[src/rtl/api_tx_pkg.sv]
package api_tx_pkg;

    // Framing bytes
    localparam logic [7:0] START_DELIM = 8'h7e;
    localparam logic [7:0] ESC_BYTE = 8'h7d;
    localparam logic [7:0] ESC_XOR = 8'h20;
    localparam logic [7:0] CSUM_GOOD = 8'hff;

    // Frame types accepted, and the status frame that echoes the identifier
    localparam logic [7:0] TYPE_TX = 8'h10;
    localparam logic [7:0] TYPE_EXPL = 8'h11;
    localparam logic [7:0] TYPE_TX_STATUS = 8'h8b;

    localparam logic [63:0] BCAST_ADDR = 64'h0000_0000_0000_ffff;

    // Byte offsets inside a frame, counted from the start delimiter
    localparam logic [15:0] OFS_TYPE = 16'h0003;
    localparam logic [15:0] OFS_ID = 16'h0004;
    localparam logic [15:0] OFS_ADDR_FIRST = 16'h0005;
    localparam logic [15:0] OFS_ADDR_LAST = 16'h000c;
    localparam logic [15:0] OFS_TX_RADIUS = 16'h000f;
    localparam logic [15:0] OFS_TX_OPTS = 16'h0010;
    localparam logic [15:0] OFS_TX_PAY = 16'h0011;
    localparam logic [15:0] OFS_SRC_EP = 16'h000f;
    localparam logic [15:0] OFS_DST_EP = 16'h0010;
    localparam logic [15:0] OFS_CLUSTER_HI = 16'h0011;
    localparam logic [15:0] OFS_CLUSTER_LO = 16'h0012;
    localparam logic [15:0] OFS_PROFILE_HI = 16'h0013;
    localparam logic [15:0] OFS_PROFILE_LO = 16'h0014;
    localparam logic [15:0] OFS_EX_RADIUS = 16'h0015;
    localparam logic [15:0] OFS_EX_OPTS = 16'h0016;
    localparam logic [15:0] OFS_EX_PAY = 16'h0017;

    // Least length field that still holds every header byte
    localparam logic [15:0] LEN_MIN_TX = 16'h000e;
    localparam logic [15:0] LEN_MIN_EX = 16'h0014;

    // Option byte fields
    localparam int OPT_NO_ACK = 0;
    localparam int OPT_NO_ROUTE = 1;
    localparam int OPT_NACK = 2;
    localparam int OPT_TRACE = 3;
    localparam logic [1:0] METH_INVALID = 2'h0;
    localparam logic [1:0] METH_P2MP = 2'h1;
    localparam logic [1:0] METH_DIRECTED = 2'h2;
    localparam logic [1:0] METH_MESH = 2'h3;

    // Register byte addresses
    localparam logic [7:0] REG_CTRL = 8'h00;
    localparam logic [7:0] REG_STATUS = 8'h04;
    localparam logic [7:0] REG_ADDR_HI = 8'h08;
    localparam logic [7:0] REG_ADDR_LO = 8'h0c;
    localparam logic [7:0] REG_IDENT = 8'h10;
    localparam logic [7:0] REG_APP = 8'h14;
    localparam logic [7:0] REG_XMIT = 8'h18;

    // Control field positions and reset values
    localparam int CTRL_ESC_BIT = 0;
    localparam int CTRL_HOP_LSB = 8;
    localparam logic [7:0] MAX_HOP_RST = 8'h07;
    localparam logic [15:0] MAX_PAY_RST = 16'h0100;

    typedef enum logic [4:0] {
        ST_IDLE = 5'b00001,
        ST_LEN_HI = 5'b00010,
        ST_LEN_LO = 5'b00100,
        ST_BODY = 5'b01000,
        ST_CSUM = 5'b10000
    } parse_state_t;

endpackage

[src/rtl/api_tx_parser.sv]
// Notes on behaviour
// - In escaped mode, 0x7D 0x33 on the line is restored to 0x13.
// - Checksum equals 0xFF minus low byte of sum from type through payload.
// - Type 0x10 has options at 16, payload from 17; 0x11 adds fields.
// - Destination 0x000000000000FFFF means broadcast, not unicast.
// - Frame identifier at offset 4 is echoed in status; zero means none.
// - Destination address spans offsets 5 to 12, most significant byte first.
// - Explicit frame radius at 21; zero takes the configured maximum hops.
// - Radius above maximum hops is clamped; unicast ignores the radius.
// - Explicit frame source endpoint at 15, destination endpoint at 16.
// - Explicit frame cluster identifier at 17 to 18, high byte first.
// - Explicit frame profile identifier at 19 to 20, high byte first.
// - Explicit frame options at 22, payload from 23 to before checksum.
// - Option bit 0 suppresses acknowledgments for unicasts.
// - Option bit 1 suppresses route discovery for mesh unicasts.
// - Option bit 2 enables negative acknowledgments for mesh packets.
// - Option bit 3 requests a route trace for mesh packets.
// - Option bits 7:6 pick delivery: 01 multipoint, 10 directed, 11 mesh, 00 invalid.
//
// The implementer's own choices: the register offsets and the APB slave port.
module api_tx_parser
    import api_tx_pkg::*;
#(
    parameter logic [7:0] MAX_HOP_RST_P = MAX_HOP_RST,
    parameter logic [15:0] MAX_PAYLOAD = MAX_PAY_RST
) (
    // Clock and reset
    input wire logic pclk,
    input wire logic presetn,
    // APB slave
    input wire logic psel,
    input wire logic penable,
    input wire logic pwrite,
    input wire logic [7:0] paddr,
    input wire logic [31:0] pwdata,
    output logic [31:0] prdata,
    output logic pready,
    output logic pslverr,
    // Bytes from the serial receiver
    input wire logic [7:0] rx_byte,
    input wire logic rx_valid,
    // Payload stream
    output logic [7:0] pay_byte,
    output logic pay_valid,
    // Frame outcome
    output logic frame_good,
    output logic frame_bad,
    output logic status_req,
    output logic [7:0] status_id
);

    parse_state_t state_r;
    logic framing_escape_mode;
    logic [7:0] max_hop_setting;
    logic [7:0] u_byte;
    logic u_valid;
    logic u_delim;
    logic [15:0] len_r;
    logic [15:0] remain_r;
    logic [15:0] pos_r;
    logic [7:0] sum_r;
    logic err_r;
    logic [7:0] w_type_r, w_id_r, w_src_r, w_dst_r, w_radius_r, w_opts_r;
    logic [63:0] w_addr_r;
    logic [15:0] w_cluster_r, w_profile_r, w_paylen_r;
    logic [7:0] c_type_r, c_id_r, c_src_r, c_dst_r, c_radius_r, c_opts_r;
    logic [63:0] c_addr_r;
    logic [15:0] c_cluster_r, c_profile_r, c_paylen_r;
    logic c_bcast_r, c_no_ack_r, c_no_route_r, c_nack_r, c_trace_r;
    logic [7:0] good_cnt_r, bad_cnt_r;
    logic is_expl, is_pay, csum_ok, len_ok, w_bcast, commit, restart;
    logic [7:0] eff_radius;
    logic [31:0] rd_mux;
    logic rd_err;

    // Byte restoration ahead of the parser
    api_unescape u_unesc (
        .pclk(pclk),
        .presetn(presetn),
        .escape_en(framing_escape_mode),
        .in_byte(rx_byte),
        .in_valid(rx_valid),
        .out_byte(u_byte),
        .out_valid(u_valid),
        .out_delim(u_delim)
    );

    // Frame-level decode terms
    assign is_expl = (w_type_r == TYPE_EXPL);
    assign is_pay = is_expl ? (pos_r >= OFS_EX_PAY) : (pos_r >= OFS_TX_PAY);
    assign csum_ok = (8'(sum_r + u_byte) == CSUM_GOOD);
    assign len_ok = len_r >= (is_expl ? LEN_MIN_EX : LEN_MIN_TX);
    assign w_bcast = (w_addr_r == BCAST_ADDR);
    assign commit = (state_r == ST_CSUM) && u_valid && !restart; // Raw 0x7e is a plain checksum only with escaped mode off
    // Only escaped mode makes a mid-frame delimiter unambiguous
    assign restart = framing_escape_mode && u_valid && u_delim && (state_r != ST_IDLE);

    // Radius: zero or too large takes the hop setting; unicast reports zero
    always_comb begin
        if (!w_bcast) begin
            eff_radius = 8'h00;
        end else if (w_radius_r == 8'h00 || w_radius_r > max_hop_setting) begin
            eff_radius = max_hop_setting;
        end else begin
            eff_radius = w_radius_r;
        end
    end

    // Framing state machine
    always_ff @(posedge pclk or negedge presetn) begin
        if (!presetn) begin
            state_r <= ST_IDLE;
            len_r <= 16'h0000;
            remain_r <= 16'h0000;
            pos_r <= 16'h0000;
            sum_r <= 8'h00;
        end else if (u_valid && u_delim && (state_r == ST_IDLE || restart)) begin
            state_r <= ST_LEN_HI;
        end else if (u_valid) begin
            case (state_r)
                ST_IDLE: state_r <= ST_IDLE;
                ST_LEN_HI: begin
                    len_r <= {u_byte, 8'h00};
                    state_r <= ST_LEN_LO;
                end
                ST_LEN_LO: begin
                    len_r <= {len_r[15:8], u_byte};
                    remain_r <= {len_r[15:8], u_byte};
                    pos_r <= OFS_TYPE;
                    sum_r <= 8'h00;
                    state_r <= ({len_r[15:8], u_byte} == 16'h0000) ? ST_IDLE : ST_BODY;
                end
                ST_BODY: begin
                    sum_r <= 8'(sum_r + u_byte);
                    pos_r <= 16'(pos_r + 16'h0001);
                    remain_r <= 16'(remain_r - 16'h0001);
                    if (remain_r == 16'h0001) begin
                        state_r <= ST_CSUM;
                    end
                end
                ST_CSUM: state_r <= ST_IDLE;
                default: state_r <= ST_IDLE;
            endcase
        end
    end

    // Field capture by offset while the body streams in
    always_ff @(posedge pclk or negedge presetn) begin
        if (!presetn) begin
            w_type_r <= 8'h00;
            w_id_r <= 8'h00;
            w_addr_r <= 64'h0;
            w_src_r <= 8'h00;
            w_dst_r <= 8'h00;
            w_cluster_r <= 16'h0000;
            w_profile_r <= 16'h0000;
            w_radius_r <= 8'h00;
            w_opts_r <= 8'h00;
            w_paylen_r <= 16'h0000;
            err_r <= 1'b0;
        end else if (u_valid && state_r == ST_LEN_LO) begin
            w_src_r <= 8'h00;
            w_dst_r <= 8'h00;
            w_cluster_r <= 16'h0000;
            w_profile_r <= 16'h0000;
            w_paylen_r <= 16'h0000;
            err_r <= 1'b0;
        end else if (u_valid && state_r == ST_BODY) begin
            if (pos_r == OFS_TYPE) begin
                w_type_r <= u_byte;
                err_r <= (u_byte != TYPE_TX) && (u_byte != TYPE_EXPL);
            end else if (pos_r == OFS_ID) begin
                w_id_r <= u_byte;
            end else if (pos_r >= OFS_ADDR_FIRST && pos_r <= OFS_ADDR_LAST) begin
                w_addr_r <= {w_addr_r[55:0], u_byte};
            end else if (is_pay) begin
                w_paylen_r <= 16'(w_paylen_r + 16'h0001);
                if (w_paylen_r >= MAX_PAYLOAD) begin
                    err_r <= 1'b1;
                end
            end else if (!is_expl) begin
                if (pos_r == OFS_TX_RADIUS) begin
                    w_radius_r <= u_byte;
                end
                if (pos_r == OFS_TX_OPTS) begin
                    w_opts_r <= u_byte;
                end
            end else begin
                if (pos_r == OFS_SRC_EP) begin
                    w_src_r <= u_byte;
                end
                if (pos_r == OFS_DST_EP) begin
                    w_dst_r <= u_byte;
                end
                if (pos_r == OFS_CLUSTER_HI || pos_r == OFS_CLUSTER_LO) begin
                    w_cluster_r <= {w_cluster_r[7:0], u_byte};
                end
                if (pos_r == OFS_PROFILE_HI || pos_r == OFS_PROFILE_LO) begin
                    w_profile_r <= {w_profile_r[7:0], u_byte};
                end
                if (pos_r == OFS_EX_RADIUS) begin
                    w_radius_r <= u_byte;
                end
                if (pos_r == OFS_EX_OPTS) begin
                    w_opts_r <= u_byte;
                end
            end
        end
    end

    // Payload leaves before the checksum; consumers drop it on frame_bad
    always_ff @(posedge pclk or negedge presetn) begin
        if (!presetn) begin
            pay_byte <= 8'h00;
            pay_valid <= 1'b0;
        end else begin
            pay_valid <= u_valid && state_r == ST_BODY && is_pay && !err_r;
            if (u_valid) begin
                pay_byte <= u_byte;
            end
        end
    end

    // Commit a checked frame; any other frame of nonzero length is discarded and counted
    always_ff @(posedge pclk or negedge presetn) begin
        if (!presetn) begin
            frame_good <= 1'b0;
            frame_bad <= 1'b0;
            status_req <= 1'b0;
            status_id <= 8'h00;
            good_cnt_r <= 8'h00;
            bad_cnt_r <= 8'h00;
            c_type_r <= 8'h00;
            c_id_r <= 8'h00;
            c_addr_r <= 64'h0;
            c_src_r <= 8'h00;
            c_dst_r <= 8'h00;
            c_cluster_r <= 16'h0000;
            c_profile_r <= 16'h0000;
            c_radius_r <= 8'h00;
            c_opts_r <= 8'h00;
            c_paylen_r <= 16'h0000;
            c_bcast_r <= 1'b0;
            c_no_ack_r <= 1'b0;
            c_no_route_r <= 1'b0;
            c_nack_r <= 1'b0;
            c_trace_r <= 1'b0;
        end else begin
            frame_good <= commit && csum_ok && !err_r && len_ok;
            frame_bad <= restart || (commit && !(csum_ok && !err_r && len_ok));
            status_req <= commit && csum_ok && !err_r && len_ok && w_id_r != 8'h00;
            if (commit && csum_ok && !err_r && len_ok) begin
                good_cnt_r <= 8'(good_cnt_r + 8'h01);
                status_id <= w_id_r;
                c_type_r <= w_type_r;
                c_id_r <= w_id_r;
                c_addr_r <= w_addr_r;
                c_src_r <= w_src_r;
                c_dst_r <= w_dst_r;
                c_cluster_r <= w_cluster_r;
                c_profile_r <= w_profile_r;
                c_radius_r <= eff_radius;
                c_opts_r <= w_opts_r;
                c_paylen_r <= w_paylen_r;
                c_bcast_r <= w_bcast;
                c_no_ack_r <= w_opts_r[OPT_NO_ACK] && !w_bcast;
                c_no_route_r <= w_opts_r[OPT_NO_ROUTE] && !w_bcast && w_opts_r[7:6] == METH_MESH;
                c_nack_r <= w_opts_r[OPT_NACK] && w_opts_r[7:6] == METH_MESH;
                c_trace_r <= w_opts_r[OPT_TRACE] && w_opts_r[7:6] == METH_MESH;
            end else if (restart || commit) begin
                bad_cnt_r <= 8'(bad_cnt_r + 8'h01);
            end
        end
    end

    // Read multiplexer; unmapped addresses answer with an error
    always_comb begin
        rd_err = 1'b0;
        case (paddr)
            REG_CTRL: rd_mux = {MAX_PAYLOAD, max_hop_setting, 7'h00, framing_escape_mode};
            REG_STATUS: rd_mux = {bad_cnt_r, good_cnt_r, 6'h00, c_opts_r[7:6],
                c_trace_r, c_nack_r, c_no_route_r, c_no_ack_r,
                c_opts_r[7:6] == METH_INVALID, is_expl, c_bcast_r, (state_r != ST_IDLE)};
            REG_ADDR_HI: rd_mux = c_addr_r[63:32];
            REG_ADDR_LO: rd_mux = c_addr_r[31:0];
            REG_IDENT: rd_mux = {c_dst_r, c_src_r, c_type_r, c_id_r};
            REG_APP: rd_mux = {c_cluster_r, c_profile_r};
            REG_XMIT: rd_mux = {c_paylen_r, c_opts_r, c_radius_r};
            default: begin
                rd_mux = 32'h0000_0000;
                rd_err = 1'b1;
            end
        endcase
    end

    // APB: one wait state, so read data and error are registered
    always_ff @(posedge pclk or negedge presetn) begin
        if (!presetn) begin
            pready <= 1'b0;
            prdata <= 32'h0000_0000;
            pslverr <= 1'b0;
        end else begin
            pready <= psel && penable && !pready;
            if (psel && penable && !pready) begin
                prdata <= pwrite ? 32'h0000_0000 : rd_mux;
                pslverr <= rd_err;
            end
        end
    end

    // Control register written at the completing edge only
    always_ff @(posedge pclk or negedge presetn) begin
        if (!presetn) begin
            framing_escape_mode <= 1'b0;
            max_hop_setting <= MAX_HOP_RST_P;
        end else if (psel && penable && pready && pwrite && paddr == REG_CTRL) begin
            framing_escape_mode <= pwdata[CTRL_ESC_BIT];
            max_hop_setting <= pwdata[CTRL_HOP_LSB +: 8];
        end
    end

    a_csum_good:
    assert property (@(posedge pclk) disable iff (!presetn)
        frame_good |-> $past(state_r == ST_CSUM && 8'(sum_r + u_byte) == CSUM_GOOD))
    else $error("frame accepted with wrong checksum");

    a_bad_dropped:
    assert property (@(posedge pclk) disable iff (!presetn)
        (commit && !csum_ok) |=> (frame_bad && !frame_good && !status_req && $stable(c_addr_r)))
    else $error("failed frame was not discarded");

    a_bcast_detect:
    assert property (@(posedge pclk) disable iff (!presetn)
        frame_good |-> (c_bcast_r == (c_addr_r == BCAST_ADDR)))
    else $error("broadcast flag disagrees with address");

    a_radius_zero:
    assert property (@(posedge pclk) disable iff (!presetn)
        (frame_good && c_bcast_r && $past(w_radius_r) == 8'h00) |-> c_radius_r == $past(max_hop_setting))
    else $error("zero radius not replaced by hop setting");

    a_radius_clamp:
    assert property (@(posedge pclk) disable iff (!presetn)
        frame_good |-> (c_bcast_r ? c_radius_r <= $past(max_hop_setting) : c_radius_r == 8'h00))
    else $error("radius not clamped or not ignored");

    a_status_echo:
    assert property (@(posedge pclk) disable iff (!presetn)
        status_req |-> (frame_good && status_id != 8'h00 && status_id == c_id_r))
    else $error("status request without echoed identifier");

    a_pay_offset:
    assert property (@(posedge pclk) disable iff (!presetn)
        pay_valid |-> $past(pos_r) >= ($past(w_type_r) == TYPE_EXPL ? OFS_EX_PAY : OFS_TX_PAY))
    else $error("payload emitted from a header offset");

    a_no_ack_uni:
    assert property (@(posedge pclk) disable iff (!presetn)
        frame_good |-> (c_no_ack_r == (c_opts_r[OPT_NO_ACK] && !c_bcast_r)))
    else $error("acknowledge suppression decoded wrong");

    a_trace_mesh:
    assert property (@(posedge pclk) disable iff (!presetn)
        frame_good |-> (c_trace_r == (c_opts_r[OPT_TRACE] && c_opts_r[7:6] == METH_MESH)))
    else $error("route trace decoded wrong");

endmodule

[src/rtl/api_unescape.sv]
module api_unescape
    import api_tx_pkg::*;
(
    // Clock and reset
    input wire logic pclk,
    input wire logic presetn,
    // Mode and raw serial bytes
    input wire logic escape_en,
    input wire logic [7:0] in_byte,
    input wire logic in_valid,
    // Restored bytes
    output logic [7:0] out_byte,
    output logic out_valid,
    output logic out_delim
);

    logic pend_r;

    // Escape marker is swallowed; the next byte is restored by xor
    always_ff @(posedge pclk or negedge presetn) begin
        if (!presetn) begin
            pend_r <= 1'b0;
            out_byte <= 8'h00;
            out_valid <= 1'b0;
            out_delim <= 1'b0;
        end else if (in_valid) begin
            if (escape_en && !pend_r && in_byte == ESC_BYTE) begin
                pend_r <= 1'b1;
                out_valid <= 1'b0;
                out_delim <= 1'b0;
            end else begin
                pend_r <= 1'b0;
                out_valid <= 1'b1;
                out_byte <= pend_r ? (in_byte ^ ESC_XOR) : in_byte;
                out_delim <= !pend_r && in_byte == START_DELIM;
            end
        end else begin
            out_valid <= 1'b0;
            out_delim <= 1'b0;
            if (!escape_en) begin
                pend_r <= 1'b0;
            end
        end
    end

    a_esc_restore:
    assert property (@(posedge pclk) disable iff (!presetn)
        (in_valid && pend_r) |=> (out_valid && out_byte == ($past(in_byte) ^ ESC_XOR) && !out_delim))
    else $error("escaped byte not restored");

    a_esc_pair_13:
    assert property (@(posedge pclk) disable iff (!presetn)
        (escape_en && in_valid && !pend_r && in_byte == ESC_BYTE) ##1 (in_valid && in_byte == 8'h33)
        |=> (out_valid && out_byte == 8'h13))
    else $error("escape pair 7d 33 not turned into 13");

endmodule

[config.mk]
export PLATFORM = sky130hd
export DESIGN_NAME = api_tx_parser
export DESIGN_NICKNAME = d
export VERILOG_FILES = /design/src/rtl/api_tx_pkg.sv /design/src/rtl/api_tx_parser.sv /design/src/rtl/api_unescape.sv
export SDC_FILE = /design/constraint.sdc
export NUM_CORES = 1
export LEC_CHECK = 0
export ABC_AREA = 1
export BUFFER_PORTS_ARGS = -buffer_cell sky130_fd_sc_hd__buf_2
export CORE_MARGIN = 1.5
export CORE_UTILIZATION = 50
export CTS_CLUSTER_DIAMETER = 120
export DETAILED_ROUTE_END_ITERATION = 16
export PLACE_DENSITY = 0.77
export SLEW_MARGIN = 0
export SYNTH_ARGS = -nofsm -noshare
export SYNTH_HDL_FRONTEND = slang
export SYNTH_SLANG_ARGS = --single-unit
[constraint.sdc]
create_clock -name pclk -period 4.5 [get_ports pclk]
set_input_delay 0.9 -clock pclk [delete_from_list [all_inputs] [get_ports pclk]]
set_output_delay 0.9 -clock pclk [all_outputs]
set_load 0.02 [all_outputs]
# Yosys cells after proc, flatten, opt, wreduce, memory -nomap -nowiden
# Cells that the tools add are included.
# Widths: inputs -> output; s select.
[word_totals]
ff_bits = 469
output_inout_bits = 54
wordCells = 267
[classes]
addsub = 6
magnitude_cmp = 7
n_eq_ne = 41
mux = 73
bitwise_logic = 10
reduce_logical = 82
[op_table]
columns = ["operator", "count"]
rows = [
  ["$mux 16", 22],
  ["$pmux 32 s7", 1],
  ["$mux 8", 22],
  ["$eq 16x5->1 const B", 7],
  ["$pmux 16 s2", 3],
  ["$eq 64x16->1 const B", 1],
  ["$logic_and 1x1->1", 33],
  ["$add 16x1->16 const B", 2],
  ["$eq 8x5->1 const B", 4],
  ["$ge 16x5->1 const B", 2],
  ["$mux 32", 1],
  ["$reduce_and 7->1", 4],
  ["$reduce_bool 2->1", 12],
  ["$mux 5", 4],
  ["$add 8x1->8 const B", 2],
  ["$eq 16x1->1 const B", 1],
  ["$eq 16x2->1 const B", 1],
  ["$eq 16x3->1 const B", 1],
  ["$eq 16x4->1 const B", 1],
  ["$eq 8x4->1 const B", 2],
  ["$eq 8x7->1 const B", 2],
  ["$ge 16x3->1 const B", 1],
  ["$ge 16x5->1", 1],
  ["$ge 16x9->1 const B", 1],
  ["other kinds (36)", 88],
]

# Depth between registers and ports, before layout
[depth]
word_depth = 10
mapped_depth = 17
depth_no_buf = 15

# Cells and area by module
# A second synthesis with hierarchy kept.
[hier_totals]
cells_unflattened = 2666
area_unflattened_um2 = 22057.4
[modules_own_cells]
columns = ["module", "n_inst", "cells_each", "area_per_inst_um2", "seq_area_each_um2"]
rows = [
  ["api_tx_parser", 1, 2613, 21549.4, 11466.0],
  ["api_unescape", 1, 53, 508.0, 275.3],
]

# Least setup slack after synthesis
# Ideal clock, no wire load.
[synth_timing]
path_type = "flip-flop to flip-flop"
from = "reg u_unesc.out_byte[0]"
to = "reg c_paylen_r[1]"
setup_ns = 0.132
arrival_ns = 2.273
required_time_ns = 4.368
setup_slack_ns = 2.095
path_stages_with_launch = 14
cell_sequence = "dfrtp_1 -> ha_1 -> fa_1 -> nand2_1 -> nor3_1 -> nand2_1 -> nor2_1 -> nand2_1 -> nor2_1 -> nand3_2 -> buf_2 -> buf_2 -> nand2_1 -> o21ai_0"
[synth_between]
elab_chain_len = 5
[synth_rtl]
columns = ["element", "line_no", "source"]
rows = [
  ["start, declared", "api_unescape.sv:12", "output logic [7:0] out_byte,"],
  ["start signal, assigned", "api_unescape.sv:34", "out_byte <= pend_r ? (in_byte ^ ESC_XOR) : in_byte;"],
  ["$add 8x8->8", "api_tx_parser.sv:91", "assign csum_ok = (8'(sum_r + u_byte) == CSUM_GOOD);"],
  ["$eq 8x8->1", "api_tx_parser.sv:91", ""],
  ["$logic_and 1x1->1 (3 in a row)", "api_tx_parser.sv:252", "if (commit && csum_ok && !err_r && len_ok) begin"],
  ["end signal, assigned", "api_tx_parser.sv:264", "c_paylen_r <= w_paylen_r;"],
  ["end, declared", "api_tx_parser.sv:68", "logic [15:0] c_cluster_r, c_profile_r, c_paylen_r;"],
]
# No other way between the ends.
# A chain may end at the register's enable or synchronous reset.

# Worst setup path after layout
[layout_timing]
from = "reg w_type_r[1]"
to = "reg c_profile_r[4]"
[layout_between]
elab_chain_len = 4
[layout_rtl]
columns = ["element", "line_no", "source"]
rows = [
  ["start, declared", "api_tx_parser.sv:63", "logic [7:0] w_type_r, w_id_r, w_src_r, w_dst_r, w_radius_r, w_opts_r;"],
  ["start signal, assigned", "api_tx_parser.sv:170", "w_type_r <= u_byte;"],
  ["$eq 8x5->1", "api_tx_parser.sv:89", "assign is_expl = (w_type_r == TYPE_EXPL);"],
  ["$mux 5", "api_tx_parser.sv:92", "assign len_ok = len_r >= (is_expl ? LEN_MIN_EX : LEN_MIN_TX);"],
  ["$ge 16x5->1", "api_tx_parser.sv:92", ""],
  ["$logic_and 1x1->1", "api_tx_parser.sv:252", ""],
  ["end signal, assigned", "api_tx_parser.sv:261", "c_profile_r <= w_profile_r;"],
  ["end, declared", "api_tx_parser.sv:68", ""],
]
# No other way between the ends.

==> run metrics <==
status completed; clk_lat worst skew 0.59 ns; CP Data Required Time 5.02 ns; Relative slew margins 27.03%; # Post-CTS Setup Buffers 0; hold_ws 0.4011 ns; DRT Pass-1 Iters 7; Die X 213.5 um; reg2reg path depth 16; worst path arrival time 3.89 ns; fmax 0.2968 GHz; routed len/inst 17.75 um; Die Ht 213.5 um; worst r2r src w_type_r[1]; number of diodes 0; Total Power 8571 uW; terminus of the critical flop-to-flop path c_profile_r[4]; post-CTS resize count 0; # IOs 108; first-pass GRT wire length 93740 um; dominant synthesized flop cell dfrtp_1; Slew @ Worst Pin 1.081 ns; Setup crit start w_type_r[1]; Max Cap Violations 0; Seq/Total Area, Yosys 52.98%; CTS clk-pin slew, worst paths 0.06 ns; area grow syn2layout 10.67%; CP Launch Type register; synthesized net count 2728; mean area per synthesized cell 8.375 sq um; grt met2 use 40.75%; dpl hpwl 40960 um; P per Cell Area 349.5 mW/mm^2; initial core utilization 51.11%; global route overflow 0; CTS tree built; Final GP Congestion 0.8958; CTS root buf clkbuf_16; CTS H-tree lvls 2; Routed WL 58820 um; Synth Register Bits 469; largest net degree at the start of global routing 252; Clock Sinks 469; FFs w/ async S/R, synth 100.0%; worst reg2reg setup slack 1.13 ns; maximum buffer depth of the clock tree 3; Sum Neg Setup Slack 0 ns; biggest regs c_addr_r: 64 flops, w_addr_r: 64 flops, prdata: 32 flops; Synth cell types 54; Vias 18410; vias per cell 5.558; VDD IR-drop max 0.2623 mV; met3 Resource Use GR 5.214%; # port buffers 84; clk_skew 0.01488 ns; Mapped Area 0.02216 sq mm; count of final setup violators 0; Final Hold Vio Count 0; post-route minimum period 3.369 ns; Max Slew Vio Count 0; CTS Buf Count 48; grt met1 use 37.63%; Setup Crit Path Kind register to register; Leak Pwr 0.01213 uW; antenna violations before repair 0; GRT Overall Usage 26.43%; Hold Buf Count CTS 0; vias in the first global route 17370; Core Area 0.04336 sq mm; Antenna Violating Nets Remaining 0; synthesized instance count 2646; RSZ-0062 raised after global routing false; Die Area 0.04559 sq mm; Worst Path Max Fanout 45; Hold Path Class primary input to asynchronous set/reset pin; GRT Max-Usage Layer met2; number of synthesized flops with an enable pin 0; # DRC 0; # nets final 2772; CP Capture Type register; synth warn 0; share of layout cells above drive strength 1 11.95%; DR iter-0 viols 1987; row cnt 76; ratio of final minimum period to clock period 74.87%
[routing by layer]
layer,vias up,wire (um)
met5,-,0
met4,0,1735
met3,115,4773
met2,683,26680
met1,8925,25640
li1,8690,-
[worst max-delay path, stage by stage (launching register included)]
cell     delay (ns)
dfrtp_1        0.38
inv_1          0.10
nand2_1        0.06
nor2_1         0.16
nand2_1        0.28
ha_1           0.40
nand2_1        0.05
a21oi_1        0.12
nand2_1        0.07
nand2_1        0.21
nand2_1        0.08
nor2_1         0.17
nand3_4        0.11
inv_2          0.63
buf_4          0.33
nand2_1        0.08
nand2_1        0.07
[layout by cell type (no fill, tap or decap), drive strengths merged, types with 2 or more instances in the layout]
master and instances:
nand4 83, nor4 11, o2111ai 4, nor3b 2
a31o 2, inv 223, xor2 31, o211ai 7
bufinv 3, dfrtp 465, o221ai 9, nand2 988
o21ai 338, buf 107, a21oi 31, nand3b 3
clkinv 16, o22ai 6, a32o 4, nor2 105
ha 27, nor3 31, clkbuf 67, dfstp 4
nand3 125, or2 5, xnor2 10, o31ai 12
[worst max path at each step]
stage                endpoint  slack (ns)  cells past startpoint
2_1_floorplan   c_paylen_r[1]        2.10                     13
3_3_place_gp        c_id_r[6]        1.25                     16
3_5_place_dp        c_id_r[6]        1.17                     16
4_1_cts             c_id_r[6]        1.14                     16
5_1_grt        c_profile_r[4]        0.87                     16
6_report       c_profile_r[4]        1.13                     16
[Yosys cell counts, types with 2 or more instances]
cell type / number / area [sq um]
buf_2: 38 / 190.2
nand2_2: 47 / 294.0
xor2_1: 31 / 271.5
a31o_2: 2 / 17.52
o211ai_1: 7 / 52.55
o21ai_1: 123 / 615.6
nor4_1: 10 / 62.56
buf_6: 15 / 168.9
inv_2: 16 / 60.06
nor2_1: 97 / 364.1
dfrtp_1: 465 / 11640
nor3_1: 29 / 145.1
o2111ai_1: 3 / 26.28
nand2_1: 940 / 3528
clkinv_1: 2 / 7.510
buf_4: 3 / 22.52
o221ai_1: 9 / 78.83
nand3b_1: 3 / 22.52
buf_1: 3 / 11.26
nor3b_1: 2 / 15.01
o21ai_2: 42 / 367.9
nor2_2: 6 / 37.54
clkbuf_1: 49 / 183.9
ha_1: 27 / 337.8
nand3_2: 2 / 20.02
nand4_1: 82 / 513.0
dfstp_2: 4 / 105.1
nand3_1: 123 / 615.6
xnor2_1: 10 / 87.58
buf_12: 5 / 100.1
inv_1: 204 / 765.7
o22ai_1: 6 / 37.54
a32o_1: 4 / 40.04
or2_2: 5 / 31.28
o21ai_0: 173 / 865.8
o31ai_1: 12 / 90.09
a21oi_1: 30 / 150.1
[power breakdown]
group / switching [uW] / total [uW] / internal (uW) / leakage [uW]
Combinational: 228 / 290 / 62.2 / 0.00486
Sequential: 29.1 / 4270 / 4240 / 0.00648
Clock: 1680 / 4010 / 2340 / 0.000796
Total: 1930 / 8570 / 6640 / 0.0121
[layout make-up]
cell class              instances  area, sq um
clock buffers                  67         1394
flip-flops and latches        469        11740
inverters                     222        833.3
fillers                      3898        18840
repair buffers                107        690.7
multi-input cells            1842         8939
clock inverters                21        193.9
well taps                     585        732.0
[cells by family (layout without fill, tap and decap cells)]
family	Yosys count	in the layout	synth area share [%]
mux	1	1	0.05081
compound gates	419	419	10.96
fa+ha+maj	28	28	1.615
simple gates	1353	1353	25.96
xor+xnor	41	41	1.620
flops	469	469	52.98
buf+inv	335	417	6.815
[metrics by stage]
stage,instance area (sq um),util (%),worst slack [ns],cells
after floorplan,22160,-,2.095,2646
after global placement,22940,52.89,1.253,3225
after detailed placement,22940,52.89,1.169,3225
after CTS,24520,56.56,1.139,3313
after global routing,24520,56.56,0.8660,3313
final,24520,56.56,1.131,3313
Note: power is estimated with default switching activity, not from simulation.
